File: config.mk
export PLATFORM = sky130hd
export DESIGN_NAME = opi_top
export DESIGN_NICKNAME = d
export VERILOG_FILES = /design/src/hw/opi_pkg.sv /design/src/hw/opi_sync.sv /design/src/hw/opi_strobe.sv /design/src/hw/opi_top.sv
export SDC_FILE = /design/constraint.sdc
export NUM_CORES = 1
export LEC_CHECK = 0
export BUFFER_PORTS_ARGS = -buffer_cell sky130_fd_sc_hd__buf_2
export CAP_MARGIN = 30
export CORE_MARGIN = 2
export CORE_UTILIZATION = 50
export CTS_CLUSTER_SIZE = 14
export DETAILED_ROUTE_END_ITERATION = 7
export GPL_TIMING_DRIVEN = 0
export PLACE_DENSITY_LB_ADDON = 0.12
export SYNTH_ARGS = -nofsm -noshare
export SYNTH_HDL_FRONTEND = slang
export SYNTH_HIERARCHICAL = 1
export SYNTH_SLANG_ARGS = --single-unit
File: constraint.sdc
create_clock -name i_clk -period 2.3 [get_ports i_clk]
set_input_delay 0.345 -clock i_clk [delete_from_list [all_inputs] [get_ports i_clk]]
set_output_delay 0.345 -clock i_clk [all_outputs]
set_load 0.01 [all_outputs]
File: src/hw/opi_pkg.sv
`default_nettype none
package opi_pkg;
  // widths
  localparam int SYS_BUS_W = 18;
  localparam int CMD_W = 4;
  localparam int LEVEL_W = 3;
  localparam int KEY_W = 5;
  localparam int PDATA_W = 4;
  localparam int SEL_W = 3;
  localparam int APB_AW = 8;
  // timing
  localparam int CLK_PERIOD_NS = 100;
  localparam int CHECK_MIN_NS = 100;
  localparam int CHECK_MIN_CYC = (CHECK_MIN_NS + CLK_PERIOD_NS - 1) / CLK_PERIOD_NS;
  localparam int STROBE_SETUP_CYC = 1;
  localparam int STROBE_WIDTH_CYC = 1;
  localparam int STROBE_HOLD_CYC = 1;
  localparam int SCAN_DWELL_CYC = 4;
  // panel mode that enables the power key
  localparam logic [3:0] MODE_POWER_OFF = 4'h6;
  // register byte offsets
  localparam logic [7:0] OFF_CTRL = 8'h00;
  localparam logic [7:0] OFF_CMD = 8'h04;
  localparam logic [7:0] OFF_SYS_OUT = 8'h08;
  localparam logic [7:0] OFF_SYS_IN = 8'h0c;
  localparam logic [7:0] OFF_PANEL_WR = 8'h10;
  localparam logic [7:0] OFF_STATUS = 8'h14;
  localparam logic [7:0] OFF_KEYS = 8'h18;
  localparam logic [7:0] OFF_IRQ_STAT = 8'h1c;
  localparam logic [7:0] OFF_IRQ_CLR = 8'h20;
  localparam logic [7:0] OFF_IRQ_EN = 8'h24;
  localparam logic [7:0] OFF_PANEL_RD = 8'h28;
  // ctrl fields
  localparam int CTRL_SYS_OE = 0;
  localparam int CTRL_LAMP = 1;
  localparam int CTRL_PWR_REQ = 2;
  localparam int CTRL_MODE_LSB = 4;
  // panel write fields
  localparam int PW_DATA_LSB = 0;
  localparam int PW_SEL_LSB = 4;
  localparam int PW_DEGATE = 7;
  // irq bits
  localparam int IRQ_W = 4;
  localparam int IRQ_CHECK = 0;
  localparam int IRQ_KEY = 1;
  localparam int IRQ_LEVEL = 2;
  localparam int IRQ_PWRKEY = 3;
  localparam logic [31:0] RESET_ZERO = 32'h0000_0000;
endpackage : opi_pkg
`default_nettype wire

File: src/hw/opi_sync.sv
`default_nettype none
module opi_sync #(
  parameter int W = 1
) (
  // clock
  input wire logic i_clk,
  input wire logic i_reset,
  // data
  input wire logic [W-1:0] i_async,
  output logic [W-1:0] o_sync
);
  logic [W-1:0] meta_r;
  always_ff @(posedge i_clk) begin
    // every pin synchronised here is active low: reset to its idle high level,
    // otherwise each pin would look asserted for two cycles after reset
    if (i_reset) begin
      meta_r <= '1;
      o_sync <= '1;
    end else begin
      meta_r <= i_async;
      o_sync <= meta_r;
    end
  end
endmodule // opi_sync
`default_nettype wire

File: src/hw/opi_strobe.sv
`default_nettype none
module opi_strobe
  import opi_pkg::*;
(
  // clock
  input wire logic i_clk,
  input wire logic i_reset,
  // request
  input wire logic i_go,
  output logic o_busy,
  // strobe: setup, pulse, hold
  output logic o_strobe
);
  typedef enum logic [1:0] {S_IDLE, S_SETUP, S_PULSE, S_HOLD} opi_stb_t;
  opi_stb_t state_r;
  logic [3:0] cnt_r;
  always_ff @(posedge i_clk) begin
    if (i_reset) begin
      state_r <= S_IDLE;
      cnt_r <= 4'h0;
    end else begin
      case (state_r)
        S_IDLE: begin
          cnt_r <= 4'h0;
          if (i_go) state_r <= S_SETUP;
        end
        S_SETUP: begin
          cnt_r <= cnt_r + 4'h1;
          if (cnt_r == 4'(STROBE_SETUP_CYC - 1)) begin
            state_r <= S_PULSE;
            cnt_r <= 4'h0;
          end
        end
        S_PULSE: begin
          cnt_r <= cnt_r + 4'h1;
          if (cnt_r == 4'(STROBE_WIDTH_CYC - 1)) begin
            state_r <= S_HOLD;
            cnt_r <= 4'h0;
          end
        end
        S_HOLD: begin
          cnt_r <= cnt_r + 4'h1;
          if (cnt_r == 4'(STROBE_HOLD_CYC - 1)) state_r <= S_IDLE;
        end
        default: state_r <= S_IDLE;
      endcase
    end
  end
  assign o_busy = (state_r != S_IDLE);
  assign o_strobe = (state_r == S_PULSE);
endmodule // opi_strobe
`default_nettype wire

File: src/hw/opi_top.sv
// How it works
// - one 18-bit two-way bus, addresses and data
// - four-line command bus starts, stops, resets
// - each command qualified by a strobe
// - 5-bit key code selects one key
// - 4-bit panel bus: display, leds, line select
// - degate makes display ignore panel data
// - lamp test lights all leds, shows 8s
// - power key in mode 6 requests power off
// - software instruction also requests power off
// - panel strobe only while data stable
// - 3-bit select picks character or led group
// - storage display only when unlocked; alter is not gated
`default_nettype none
module opi_top
  import opi_pkg::*;
(
  // clock and reset
  input wire logic i_clk,
  input wire logic i_reset,
  // apb slave
  input wire logic i_psel,
  input wire logic i_penable,
  input wire logic i_pwrite,
  input wire logic [opi_pkg::APB_AW-1:0] i_paddr,
  input wire logic [31:0] i_pwdata,
  output logic [31:0] o_prdata,
  output logic o_pready,
  output logic o_pslverr,
  output logic o_irq,
  // processor side
  input wire logic [opi_pkg::SYS_BUS_W-1:0] i_sys_bus_n,
  output logic [opi_pkg::SYS_BUS_W-1:0] o_sys_bus_n,
  output logic o_sys_bus_oe,
  output logic [opi_pkg::CMD_W-1:0] o_processor_command_bus_n,
  output logic o_processor_command_strobe_n,
  input wire logic [opi_pkg::LEVEL_W-1:0] i_operating_level_code_n,
  input wire logic i_processor_check_cond_n,
  input wire logic i_processor_running_indication_n,
  input wire logic i_processor_check_pulse_n,
  // panel side
  output logic [opi_pkg::KEY_W-1:0] o_key_select,
  input wire logic i_key_pressed_n,
  input wire logic [opi_pkg::PDATA_W-1:0] i_panel_data_bus_n,
  output logic [opi_pkg::PDATA_W-1:0] o_panel_data_bus_n,
  output logic o_panel_data_bus_oe,
  output logic o_degate_display,
  output logic [opi_pkg::SEL_W-1:0] o_select_bus,
  output logic o_panel_strobe_n,
  output logic o_lamp_test_n,
  input wire logic i_power_key_n,
  output logic o_power_off_n,
  input wire logic i_storage_unlock_n
);
  import opi_pkg::*;

  ////////////////////////////////////////////////////////////////////////////
  // input synchronisers; pin polarity folded to active high here
  localparam int SYNC_W = SYS_BUS_W + LEVEL_W + 5 + PDATA_W;
  logic [SYNC_W-1:0] sync_in;
  logic [SYNC_W-1:0] sync_out;
  assign sync_in = {i_sys_bus_n, i_operating_level_code_n, i_processor_check_cond_n,
                    i_processor_running_indication_n, i_processor_check_pulse_n,
                    i_key_pressed_n, i_power_key_n, i_panel_data_bus_n};
  opi_sync #(.W(SYNC_W)) u_sync (
    .i_clk(i_clk),
    .i_reset(i_reset),
    .i_async(sync_in),
    .o_sync(sync_out)
  );
  logic [SYS_BUS_W-1:0] sys_in;
  logic [LEVEL_W-1:0] level;
  logic proc_check_cond;
  logic proc_running;
  logic check_pulse;
  logic key_pressed;
  logic power_key;
  logic [PDATA_W-1:0] panel_in;
  assign {sys_in, level, proc_check_cond, proc_running, check_pulse, key_pressed, power_key,
          panel_in} = ~sync_out;
  // edge detectors stay quiet until the synchronisers hold real pin values
  logic [2:0] settle_r;
  always_ff @(posedge i_clk) begin
    if (i_reset) settle_r <= 3'h0;
    else settle_r <= {settle_r[1:0], 1'b1};
  end

  ////////////////////////////////////////////////////////////////////////////
  // apb decode
  function automatic logic hit(input logic [APB_AW-1:0] a, input logic [7:0] off);
    return a == off;
  endfunction
  logic wr_en;
  logic rd_en;
  logic mapped;
  assign wr_en = i_psel && i_penable && i_pwrite;
  assign rd_en = i_psel && i_penable && !i_pwrite;
  assign mapped = hit(i_paddr, OFF_CTRL) || hit(i_paddr, OFF_CMD) ||
                  hit(i_paddr, OFF_SYS_OUT) || hit(i_paddr, OFF_SYS_IN) ||
                  hit(i_paddr, OFF_PANEL_WR) || hit(i_paddr, OFF_STATUS) ||
                  hit(i_paddr, OFF_KEYS) || hit(i_paddr, OFF_IRQ_STAT) ||
                  hit(i_paddr, OFF_IRQ_CLR) || hit(i_paddr, OFF_IRQ_EN) ||
                  hit(i_paddr, OFF_PANEL_RD);
  // every register answers at once, so no wait states are ever inserted
  assign o_pready = 1'b1;
  assign o_pslverr = i_psel && i_penable && !mapped;

  ////////////////////////////////////////////////////////////////////////////
  // control register
  logic [31:0] ctrl_r;
  always_ff @(posedge i_clk) begin
    if (i_reset) ctrl_r <= RESET_ZERO;
    else if (wr_en && hit(i_paddr, OFF_CTRL)) ctrl_r <= i_pwdata;
  end
  logic [3:0] panel_mode;
  assign panel_mode = ctrl_r[CTRL_MODE_LSB +: 4];

  // system bus output, only driven when software enables it
  always_ff @(posedge i_clk) begin
    if (i_reset) o_sys_bus_n <= '1;
    else if (wr_en && hit(i_paddr, OFF_SYS_OUT)) o_sys_bus_n <= ~i_pwdata[SYS_BUS_W-1:0];
  end
  assign o_sys_bus_oe = ctrl_r[CTRL_SYS_OE];
  // storage unlock pin: own two-stage synchroniser, reset to the locked level
  logic unlock_m_r;
  logic unlock_n_s_r;
  logic unlock;
  always_ff @(posedge i_clk) begin
    if (i_reset) begin
      unlock_m_r <= 1'b1;
      unlock_n_s_r <= 1'b1;
    end else begin
      unlock_m_r <= i_storage_unlock_n;
      unlock_n_s_r <= unlock_m_r;
    end
  end
  // a locked read returns zero, never stale bus contents
  assign unlock = !unlock_n_s_r;

  ////////////////////////////////////////////////////////////////////////////
  // processor command: data and strobe
  logic cmd_busy;
  logic cmd_strobe;
  logic cmd_go;
  assign cmd_go = wr_en && hit(i_paddr, OFF_CMD) && !cmd_busy;
  always_ff @(posedge i_clk) begin
    if (i_reset) o_processor_command_bus_n <= '1;
    else if (cmd_go) o_processor_command_bus_n <= ~i_pwdata[CMD_W-1:0];
  end
  opi_strobe u_cmd_stb (
    .i_clk(i_clk),
    .i_reset(i_reset),
    .i_go(cmd_go),
    .o_busy(cmd_busy),
    .o_strobe(cmd_strobe)
  );
  assign o_processor_command_strobe_n = ~cmd_strobe;

  ////////////////////////////////////////////////////////////////////////////
  // panel writes: data, select, degate held through the strobe
  logic pnl_busy;
  logic pnl_strobe;
  logic pnl_go;
  logic [PDATA_W-1:0] pnl_data_r;
  assign pnl_go = wr_en && hit(i_paddr, OFF_PANEL_WR) && !pnl_busy;
  always_ff @(posedge i_clk) begin
    if (i_reset) begin
      pnl_data_r <= '0;
      o_select_bus <= '0;
      o_degate_display <= 1'b0;
    end else if (pnl_go) begin
      pnl_data_r <= i_pwdata[PW_DATA_LSB +: PDATA_W];
      o_select_bus <= i_pwdata[PW_SEL_LSB +: SEL_W];
      o_degate_display <= i_pwdata[PW_DEGATE];
    end
  end
  opi_strobe u_pnl_stb (
    .i_clk(i_clk),
    .i_reset(i_reset),
    .i_go(pnl_go),
    .o_busy(pnl_busy),
    .o_strobe(pnl_strobe)
  );
  // bus is driven only during a write sequence, otherwise read back from panel
  assign o_panel_data_bus_n = ~pnl_data_r;
  assign o_panel_data_bus_oe = pnl_busy;
  assign o_panel_strobe_n = ~pnl_strobe;
  assign o_lamp_test_n = ~ctrl_r[CTRL_LAMP];
  // the synchronisers still carry our own drive for two cycles after release
  logic [1:0] pnl_busy_d_r;
  always_ff @(posedge i_clk) begin
    if (i_reset) pnl_busy_d_r <= 2'h0;
    else pnl_busy_d_r <= {pnl_busy_d_r[0], pnl_busy};
  end
  logic [PDATA_W-1:0] line_sel_r;
  always_ff @(posedge i_clk) begin
    if (i_reset) line_sel_r <= '0;
    else if (!pnl_busy && pnl_busy_d_r == 2'h0) line_sel_r <= panel_in;
  end

  ////////////////////////////////////////////////////////////////////////////
  // key scan: step through all codes, keep pressed map
  logic [KEY_W-1:0] key_sel_r;
  logic [2:0] dwell_r;
  logic [31:0] key_map_r;
  always_ff @(posedge i_clk) begin
    if (i_reset) begin
      key_sel_r <= '0;
      dwell_r <= '0;
    end else if (dwell_r == 3'(SCAN_DWELL_CYC - 1)) begin
      dwell_r <= '0;
      key_sel_r <= key_sel_r + 5'h01;
    end else begin
      dwell_r <= dwell_r + 3'h1;
    end
  end
  assign o_key_select = key_sel_r;
  // sample late in the dwell so the synchronised answer belongs to this code
  always_ff @(posedge i_clk) begin
    if (i_reset) key_map_r <= RESET_ZERO;
    else if (dwell_r == 3'(SCAN_DWELL_CYC - 1)) key_map_r[key_sel_r] <= key_pressed;
  end
  logic key_new;
  assign key_new = (dwell_r == 3'(SCAN_DWELL_CYC - 1)) && key_pressed && !key_map_r[key_sel_r];

  ////////////////////////////////////////////////////////////////////////////
  // power off
  logic pwr_key_d_r;
  logic pwr_latch_r;
  always_ff @(posedge i_clk) begin
    if (i_reset) pwr_key_d_r <= 1'b0;
    else pwr_key_d_r <= power_key;
  end
  always_ff @(posedge i_clk) begin
    if (i_reset) pwr_latch_r <= 1'b0;
    else if (power_key && panel_mode == MODE_POWER_OFF) pwr_latch_r <= 1'b1;
  end
  assign o_power_off_n = ~(pwr_latch_r || ctrl_r[CTRL_PWR_REQ]);

  ////////////////////////////////////////////////////////////////////////////
  // check capture and level change
  logic check_d_r;
  logic [LEVEL_W-1:0] level_d_r;
  always_ff @(posedge i_clk) begin
    if (i_reset) begin
      check_d_r <= 1'b0;
      level_d_r <= '0;
    end else begin
      check_d_r <= check_pulse;
      level_d_r <= level;
    end
  end
  logic [IRQ_W-1:0] ev;
  always_comb begin
    ev = '0;
    if (settle_r[2]) begin
      ev[IRQ_CHECK] = check_pulse && !check_d_r;
      ev[IRQ_KEY] = key_new;
      ev[IRQ_LEVEL] = level != level_d_r;
      ev[IRQ_PWRKEY] = power_key && !pwr_key_d_r;
    end
  end

  ////////////////////////////////////////////////////////////////////////////
  // interrupts: set wins over clear
  logic [IRQ_W-1:0] irq_stat_r;
  logic [IRQ_W-1:0] irq_en_r;
  logic [IRQ_W-1:0] irq_clr;
  assign irq_clr = (wr_en && hit(i_paddr, OFF_IRQ_CLR)) ? i_pwdata[IRQ_W-1:0] : '0;
  always_ff @(posedge i_clk) begin
    if (i_reset) irq_stat_r <= '0;
    else irq_stat_r <= (irq_stat_r & ~irq_clr) | ev;
  end
  always_ff @(posedge i_clk) begin
    if (i_reset) irq_en_r <= '0;
    else if (wr_en && hit(i_paddr, OFF_IRQ_EN)) irq_en_r <= i_pwdata[IRQ_W-1:0];
  end
  assign o_irq = |(irq_stat_r & irq_en_r);

  ////////////////////////////////////////////////////////////////////////////
  // read mux
  always_comb begin
    o_prdata = '0;
    if (rd_en) begin
      case (i_paddr)
        OFF_CTRL: o_prdata = ctrl_r;
        OFF_SYS_IN: o_prdata = unlock ? {14'h0000, sys_in} : '0;
        OFF_STATUS: o_prdata = {24'h000000, unlock, cmd_busy, pnl_busy, proc_check_cond,
                                proc_running, level};
        OFF_KEYS: o_prdata = key_map_r;
        OFF_IRQ_STAT: o_prdata = {28'h0000000, irq_stat_r};
        OFF_IRQ_EN: o_prdata = {28'h0000000, irq_en_r};
        OFF_PANEL_RD: o_prdata = {28'h0000000, line_sel_r};
        default: o_prdata = '0;
      endcase
    end
  end
endmodule // opi_top
`default_nettype wire

**Word-level counts from Yosys, hierarchy flattened**

Cells that the tools add are included.

- $add $sub $neg: 4
- Eq/ne operators: 27
- Reduce and logical (&&, ||, !) cells: 52
- Bitwise gates (word level): 12
- Mux-type cells: 25
- Magnitude comparators: 2

Operators by type and width:

| operator | number |
|---|---|
| $pmux 32 s7 | 1 |
| $bwmux 32 | 1 |
| $eq 8x5->1 const B | 4 |
| $mux 32 | 1 |
| $not 30->30 | 1 |
| $eq 8x6->1 const B | 3 |
| $pmux 4 s3 | 2 |
| $logic_and 1x1->1 | 19 |
| $mux 18 | 1 |
| $not 18->18 | 1 |
| $eq 8x4->1 const B | 2 |
| $mux 2 | 8 |
| $mux 4 | 4 |
| $pmux 2 s4 | 2 |
| $ne 2x1->1 const B | 6 |
| $not 4->4 | 3 |
| $logic_or 1x1->1 | 11 |
| $add 4x1->4 const B | 2 |
| $and 4x4->4 | 2 |
| $eq 2x2->1 const B | 4 |
| $eq 8x3->1 const B | 1 |
| $logic_not 1->1 | 8 |
| $logic_not 4->1 | 2 |
| $logic_not 8->1 | 1 |
| other kinds (19) | 32 |

- Bits in registers: 199
- Output and inout bits: 76
- Input port bits: 76

**Depth between registers and ports, before layout**

Gate-level depths: netlist of run 1.

- Depth in word-level cells: 13
- Gate-level depth with buffers: 8
- Depth with buffers taken out: 7

**Hierarchy**

The synthesis of run 1 kept the hierarchy.

Modules (own cells, without submodules):

| module | sequential area each (sq um) | times used | cells an instance | area each (sq um) |
|---|---|---|---|---|
| opi_top | 2542.4 | 1 | 732 | 5870.6 |
| opi_sync | 1201.2 | 1 | 126 | 1644.1 |
| opi_strobe | 120.1 | 2 | 35 | 367.9 |

**Worst setup path before layout of run 1**

No wires, ideal clock.

- Kind: input-to-output
- Start point: input port i_paddr[5] (netlist name)
- End point: output port o_prdata[13]
- Arrival: 1.983 ns
- Stages: 6
- Path buffers: 2
- Slack: -0.028 ns
- Data required time: 1.955 ns
- Cell sequence: or4_4 or4_4 buf_6 buf_6 o22a_1 nor2_1

- Word-level cells in the longest chain between the ends: 3

RTL lines:

| element | RTL line | text |
|---|---|---|
| start: declaration | opi_top.sv:25 | `input wire logic [opi_pkg::APB_AW-1:0] i_paddr,` |
| $eq 8x6->1, or another cell as far along | opi_top.sv:285 | `case (i_paddr)` |
| $pmux 32 s7 * | opi_top.sv:285 |  |
| $mux 32 * | opi_top.sv:284 | `if (rd_en) begin` |
| end: declaration | opi_top.sv:27 | `output logic [31:0] o_prdata,` |

Every way passes the cells marked *; elsewhere a longest branch is shown, timed or not.

**Worst setup path in the final report of run 1**

- Start point: input port i_paddr[6] (netlist name)
- End point: output port o_prdata[14]

The elaborated chain is that of the path after synthesis.

==> flow_summary.yaml, run 1 <==
run_status:
  status: "finished, violations left"
  violations: "negative setup slack"
routing:
  wl_um: 22920
  antenna_left: 0
  dr_total_vias: 7196
  firstDrtPassIters: 5
  drt_first_iter_violations: 506
  wl_per_cell_um: 17.08
  drc_errors: 0
  via_per_inst: 5.362
setup_path:
  crit_path_end_kind: "output port"
  worstPathArrival_ns: 2.14
  cp_data_required_time_ns: 1.96
  crit_path_start_kind: "input pin"
  crit_type: "input pin to output port"
  cp_max_fo: 6
  ff2ff_path_depth: 6
place:
  dp_cells: 1294
  place.gp.congestion: 0.9629
  dp_hpwl_um: 16570
  numPortBuffers: 150
  dpl_cell_area_um2: 9274
timing:
  setup_violations: 32
  skew_ns: 0.005821
  finalHoldViolations: 0
  finalCritPeriodShare: 1.080
  rsz0062_at_grt: "true"
  slew_violations: 0
  max-slew-margin-rel: 0.4471
  tightest_slew_ns: 0.8230
  fin_ws_ns: -0.1850
  fin_crit_ns: 2.485
  fmax_mhz: 402.4
worst_hold_path:
  min_path_cells: 2
  min_path_type: "input pin to flop"
final_layout:
  seq_area_um2: 3984
  utilization: 0.6416
  finalNetCount: 1209
  stdcell_count: 1342
  fillCellCount: 1405
  drive_above_1_share: 0.2522
  num_antenna_cells: 0
  multi_input_area_um2: 4069
  design_area_um2: 10270
  syn_to_final_growth_pct: 24.43
yosys:
  synth_area_um2: 8250
  ys_ff_latch: 199
  seq_area_frac_synth: 0.4829
  synth_area_leaders: "dfxtp_1 (48%), nand2_1 (5.9%), nor2_1 (5.4%)"
  ys.flop_type: "dfxtp_1"
  syn_nets: 1024
  yosysTopAreaCellShare: 0.4829
  synth_cells: 928
  synth_top_area_cell: "dfxtp_1"
  synthTopCellsByCount: "dfxtp_1 (199), nand2_1 (129), nor2_1 (118), or2_1 (60), a21oi_1 (56)"
  yosysMostFrequentCell: "dfxtp_1"
  synthDistinctLibCells: 55
  yosys_warnings: 6
  synthArstFlopShare: 0
  synth_edf_count: 0
  postSynthAreaPerCell_um2: 8.891
pwr:
  power_switching_w: 0.001598
  ir_drop_mv: 0.5529
  power.leakage_nw: 3.833
  comb_power_share: 0.056
  power.density_nw_per_um2: 681.6
  internal_power_w: 0.005400
  pwr-share-seq: 0.507
  swShare: 0.2284
  clockPowerShare: 0.437
clock_tree:
  cts_buffer_depth: 2
  cts_hold_buffers: 0
  worstSkewPairLatency_ns: 0.43
  cts.sinks: 199
  path_clk_slew_ns: 0.07
  h-tree-depth: 4
  root_buffer: "clkbuf_16"
  cts_buffers: 17
  cts_tree: "built"
run:
  timing.max_cap.violations: 0
die:
  io-pin-count: 152
  rows: 46
  die_w_um: 132.5
  die_y_um: 132.5
  start_util: 0.5156
  core_area_um2: 16000
  dieArea_um2: 17540
grt:
  grtUsageTotal: 0.2612
  antenna_found_initial: 0
  grt_pass1_vias: 6721
  overflow: 0
  grt_max_degree: 22
  grt_pass1_wl_um: 35860
final timing paths:
check	startpoint	endpoint	slack, ns
worst max-delay path	i_paddr[6]	o_prdata[14]	-0.19
worst min-delay path	i_panel_data_bus_n[3]	u_sync/meta_r[3]$_SDFF_PP1_	0.08
worst max register to register	o_key_select[1]$_SDFFE_PP0P_	irq_stat_r[1]$_SDFF_PP0_	0.20
worst min register to register	u_sync/meta_r[20]$_SDFF_PP1_	u_sync/o_sync[20]$_SDFF_PP1_	0.40
per-stage QoR:
step,power (W),hold slack [ns],setup TNS (ns),setup WS [ns]
4_1_cts,0.007023,0.06750,-4.461,-0.2032
3_5_place_dp,0.003977,0.3871,-23.26,-0.7304
6_report,0.006998,0.08077,-3.253,-0.1850
2_1_floorplan,0.003808,0.3832,0,0.02501
5_1_grt,0.007222,0.06607,-4.607,-0.2116
3_3_place_gp,0.003972,0.3846,-23.01,-0.7471
critical path, stage by stage:
cell and delay [ns]:
buf_8 0.10, or4_4 0.56, or4_4 0.52, buf_6 0.17, o22a_1 0.20, nor2_2 0.10, buf_2 0.14
flip-flops by register name, summed over array words and instances, names as in the netlist, 4 cells and up:
signal                     cells
ctrl_r                        32
irq_en_r                       4
irq_stat_r                     4
key_map_r                     32
line_sel_r                     4
o_key_select                   5
o_processor_command_bus_n      4
o_sys_bus_n                   18
pnl_data_r                     4
u_cmd_stb/cnt_r                4
u_pnl_stb/cnt_r                4
u_sync/meta_r                 30
u_sync/o_sync                 30
routing by layer:
metal  up-vias  GRT usage  wire (um)  part of all wire
met1      3273     0.3669      10790              0.47
met5         -          0          0                 0
met2       314     0.3944       9776              0.43
li1       3566          -          -                 -
met4         0    0.09737        602             0.026
met3        43    0.05785       1746             0.076
cells in the final DEF, fill, tap and decap left out, types with 11 or more instances in the layout:
| master | netlist | routed |
|---|---|---|
| a211oi_1 | 36 | 36 |
| a21oi_1 | 56 | 53 |
| a22oi_1 | 29 | 22 |
| buf_2 | 1 | 151 |
| buf_4 | 1 | 11 |
| buf_6 | 8 | 12 |
| clkbuf_1 | 41 | 35 |
| clkbuf_16 | 0 | 17 |
| dfxtp_1 | 199 | 199 |
| ha_1 | 20 | 20 |
| inv_1 | 25 | 24 |
| mux2i_1 | 16 | 16 |
| nand2_1 | 129 | 127 |
| nand2b_1 | 11 | 11 |
| nor2_1 | 118 | 109 |
| nor2_2 | 9 | 17 |
| o211ai_1 | 23 | 23 |
| o22a_1 | 13 | 13 |
| or2_1 | 60 | 60 |
kinds of logic (layout without fill, tap and decap cells):
group	Yosys count	after routing	synth area share
flops	199	199	0.4829
xor+xnor	11	11	0.01168
other cells	1	1	0.0004545
fa+ha+maj	20	20	0.03033
mux	22	22	0.03306
buf+inv	84	281	0.04610
simple gates	400	401	0.2341
compound gates	191	191	0.1614
power groups by stage:
stage	combinational, W	sequential (W)	clock (W)
floorplan	0.000194	0.00361	0
global placement	0.000349	0.00362	0
detailed placement	0.000352	0.00362	0
CTS	0.000378	0.00355	0.00310
global route	0.000425	0.00355	0.00324
finish	0.000390	0.00355	0.00306
area by class of cell:
cell class	instances	share of cell area
multi-input combinational	646	0.3963
sequential	199	0.3881
timing repair buffer	167	0.09104
clock buffer	18	0.04180
buffer	57	0.03023
tap	216	0.02633
clock inverter	14	0.01706
inverter	25	0.009141
what timing repair did:
| action | CTS | global route |
|---|---|---|
| resized for setup | 53 | 25 |
| cloned | 4 | 0 |
| endpoints found under the setup margin | 49 | 41 |
| pin swaps | 21 | 17 |
| buffers inserted | 11 | 3 |
No activity file was read; power rests on OpenSTA's default activity.
==> inputs of run 2 (changes only) <==
CORE_UTILIZATION = 40   (was 50)
GPL_TIMING_DRIVEN = not set   (was 0)
==> flow_summary.yaml, run 2 (same netlist as run 1, synthesis figures left out) <==
routing:
  drc_errors: 0
  antenna_left: 0
  firstDrtPassIters: 5
  wl_um: 23120
  via_per_inst: 5.108
  drt_first_iter_violations: 516
  wl_per_cell_um: 16.81
  dr_total_vias: 7023
clock_tree:
  cts_hold_buffers: 0
  cts_buffers: 17
  h-tree-depth: 4
  cts.sinks: 199
  path_clk_slew_ns: 0.07
  cts_buffer_depth: 2
  worstSkewPairLatency_ns: 0.43
  cts_tree: "built"
  root_buffer: "clkbuf_16"
worst_hold_path:
  hp-start: "i_sys_bus_n[17]"
  min_path_type: "input pin to flop"
  min_path_cells: 2
  hold-path-endpoint: "u_sync/meta_r[29]$_SDFF_PP1_"
timing:
  whs_ns: 0.08514
  skew_ns: 0.008322
  rsz0062_at_grt: "true"
  slew_violations: 0
  finalCritPeriodShare: 1.068
  finalHoldViolations: 0
  setup_violations: 29
  fmax_mhz: 407.3
  fin_ws_ns: -0.1554
  max-slew-margin-rel: 0.5954
  tightest_slew_ns: 0.6070
  fin_crit_ns: 2.455
grt:
  antenna_found_initial: 1
  grt_pass1_wl_um: 35500
  grt_max_degree: 62
  grt_pass1_vias: 6328
  grtUsageTotal: 0.2103
  overflow: 0
place:
  place.gp.congestion: 0.8678
  dp_hpwl_um: 16390
  post-place-ws_ns: -0.1697
  numPortBuffers: 150
  dpl_cell_area_um2: 9490
die:
  core_area_um2: 20230
  start_util: 0.4077
  rows: 52
  io-pin-count: 152
  die_w_um: 147.6
  die_y_um: 147.6
  dieArea_um2: 21790
setup_path:
  crit_path_cell_trace: "buf_6, or4_4, or4_4, o22a_1, nor2_2, buf_2"
  cp_data_required_time_ns: 1.96
  cp_max_fo: 5
  r2r_slack_ns: 0.36
  r2r-end: "u_cmd_stb/state_r[0]$_SDFFE_PP0P_"
  crit_path_end_kind: "output port"
  crit_path_start_kind: "input pin"
  crit_top_cell: "or4_4"
  r2r-start: "u_cmd_stb/state_r[0]$_SDFFE_PP0P_"
  worstPathArrival_ns: 2.11
  ff2ff_path_depth: 7
  slowest_delay_ns: 0.61
  slowest_stage: "or4_4"
  crit_type: "input pin to output port"
pwr:
  power_switching_w: 0.001558
  swShare: 0.2164
  power.density_nw_per_um2: 698.7
  internal_power_w: 0.005639
  comb_power_share: 0.052
  clockPowerShare: 0.454
  ir_drop_mv: 0.5524
  power.leakage_nw: 3.889
  power_w: 0.007196
  pwr-share-seq: 0.494
final_layout:
  design_area_um2: 10300
  reg.largest.list: "ctrl_r (32), key_map_r (32)"
  syn_to_final_growth_pct: 24.84
  finalNetCount: 1190
  final_common_cell: "dfxtp_1"
  fillCellCount: 1937
  drive_above_1_share: 0.2554
  final_cell_mix: "dfxtp_1 (199), buf_2 (147), nand2_1 (129), nor2_1 (113), or2_1 (60)"
run_status:
  status: "finished, violations left"
  violations: "negative setup slack"
run:
  timing.max_cap.violations: 0
[run 2: cell count changes in the layout (fill, tap and decap cells not counted), sizes merged]
cell    delta
clkbuf    -39
buf       +20
diode      +1
or4        +1
clkinv     -7
inv        +1
bufinv     +2
[run 2: cell type report]
class	instances	area, um2	area share
Sequential cell	199	3984	0.3868
Tap cell	270	337.8	0.03280
Inverter	25	93.84	0.009111
Clock inverter	10	193.9	0.01883
Timing Repair Buffer	204	1259	0.1222
Multi-Input combinational cell	647	3986	0.3870
Clock buffer	19	442.9	0.04300
Antenna cell	1	2.502	0.0002430
[run 2: timing repair]
item | CTS | global route
endpoints found under the setup margin | 23 | 32
pin swaps | 2 | 9
buffers inserted | 1 | 2
cloned | 3 | 1
resized for setup | 17 | 9
[run 2: worst max-delay path by stage]
stage                from            to  cells after the start
3_3_place_gp   i_paddr[6]   o_prdata[2]                      6
6_report       i_paddr[6]   o_prdata[8]                      6
5_1_grt        i_paddr[6]   o_prdata[0]                      7
4_1_cts        i_paddr[6]   o_prdata[0]                      7
3_5_place_dp   i_paddr[6]   o_prdata[1]                      6
2_1_floorplan  i_paddr[6]  o_prdata[10]                      6
[run 2: layer usage]
layer  wire length (um)  track usage  vias to the layer above
li1                   -            -                     3535
met1              11510       0.3104                     3247
met2               9860       0.3070                      223
met3               1480      0.04599                       18
met4                269      0.06250                        0
met5                  0            0                        -
[run 2: worst max-delay path: cells and delay by family]
| kind | cells | cell delay, ns |
|---|---|---|
| and+or+nand+nor | 3 | 1.29 |
| AOI/OAI and AO/OA | 1 | 0.25 |
| buffers and inverters | 2 | 0.22 |
[run 2: stage by stage]
| step | util | instances | setup TNS [ns] |
|---|---|---|---|
| 6_report | 0.5090 | 1375 | -2.234 |
| 5_1_grt | 0.5089 | 1374 | -4.423 |
| 4_1_cts | 0.5053 | 1371 | -1.420 |
| 3_5_place_dp | 0.4690 | 1338 | -1.574 |
| 3_3_place_gp | 0.4690 | 1338 | -1.448 |
| 2_1_floorplan | - | 928 | 0 |
[run 2: power by group through the flow]
stage	logic [W]	registers, W	clock network (W)
6_report	0.000377	0.00355	0.00327
3_3_place_gp	0.000363	0.00363	0
5_1_grt	0.000416	0.00356	0.00348
4_1_cts	0.000374	0.00355	0.00334
2_1_floorplan	0.000194	0.00361	0
3_5_place_dp	0.000364	0.00363	0
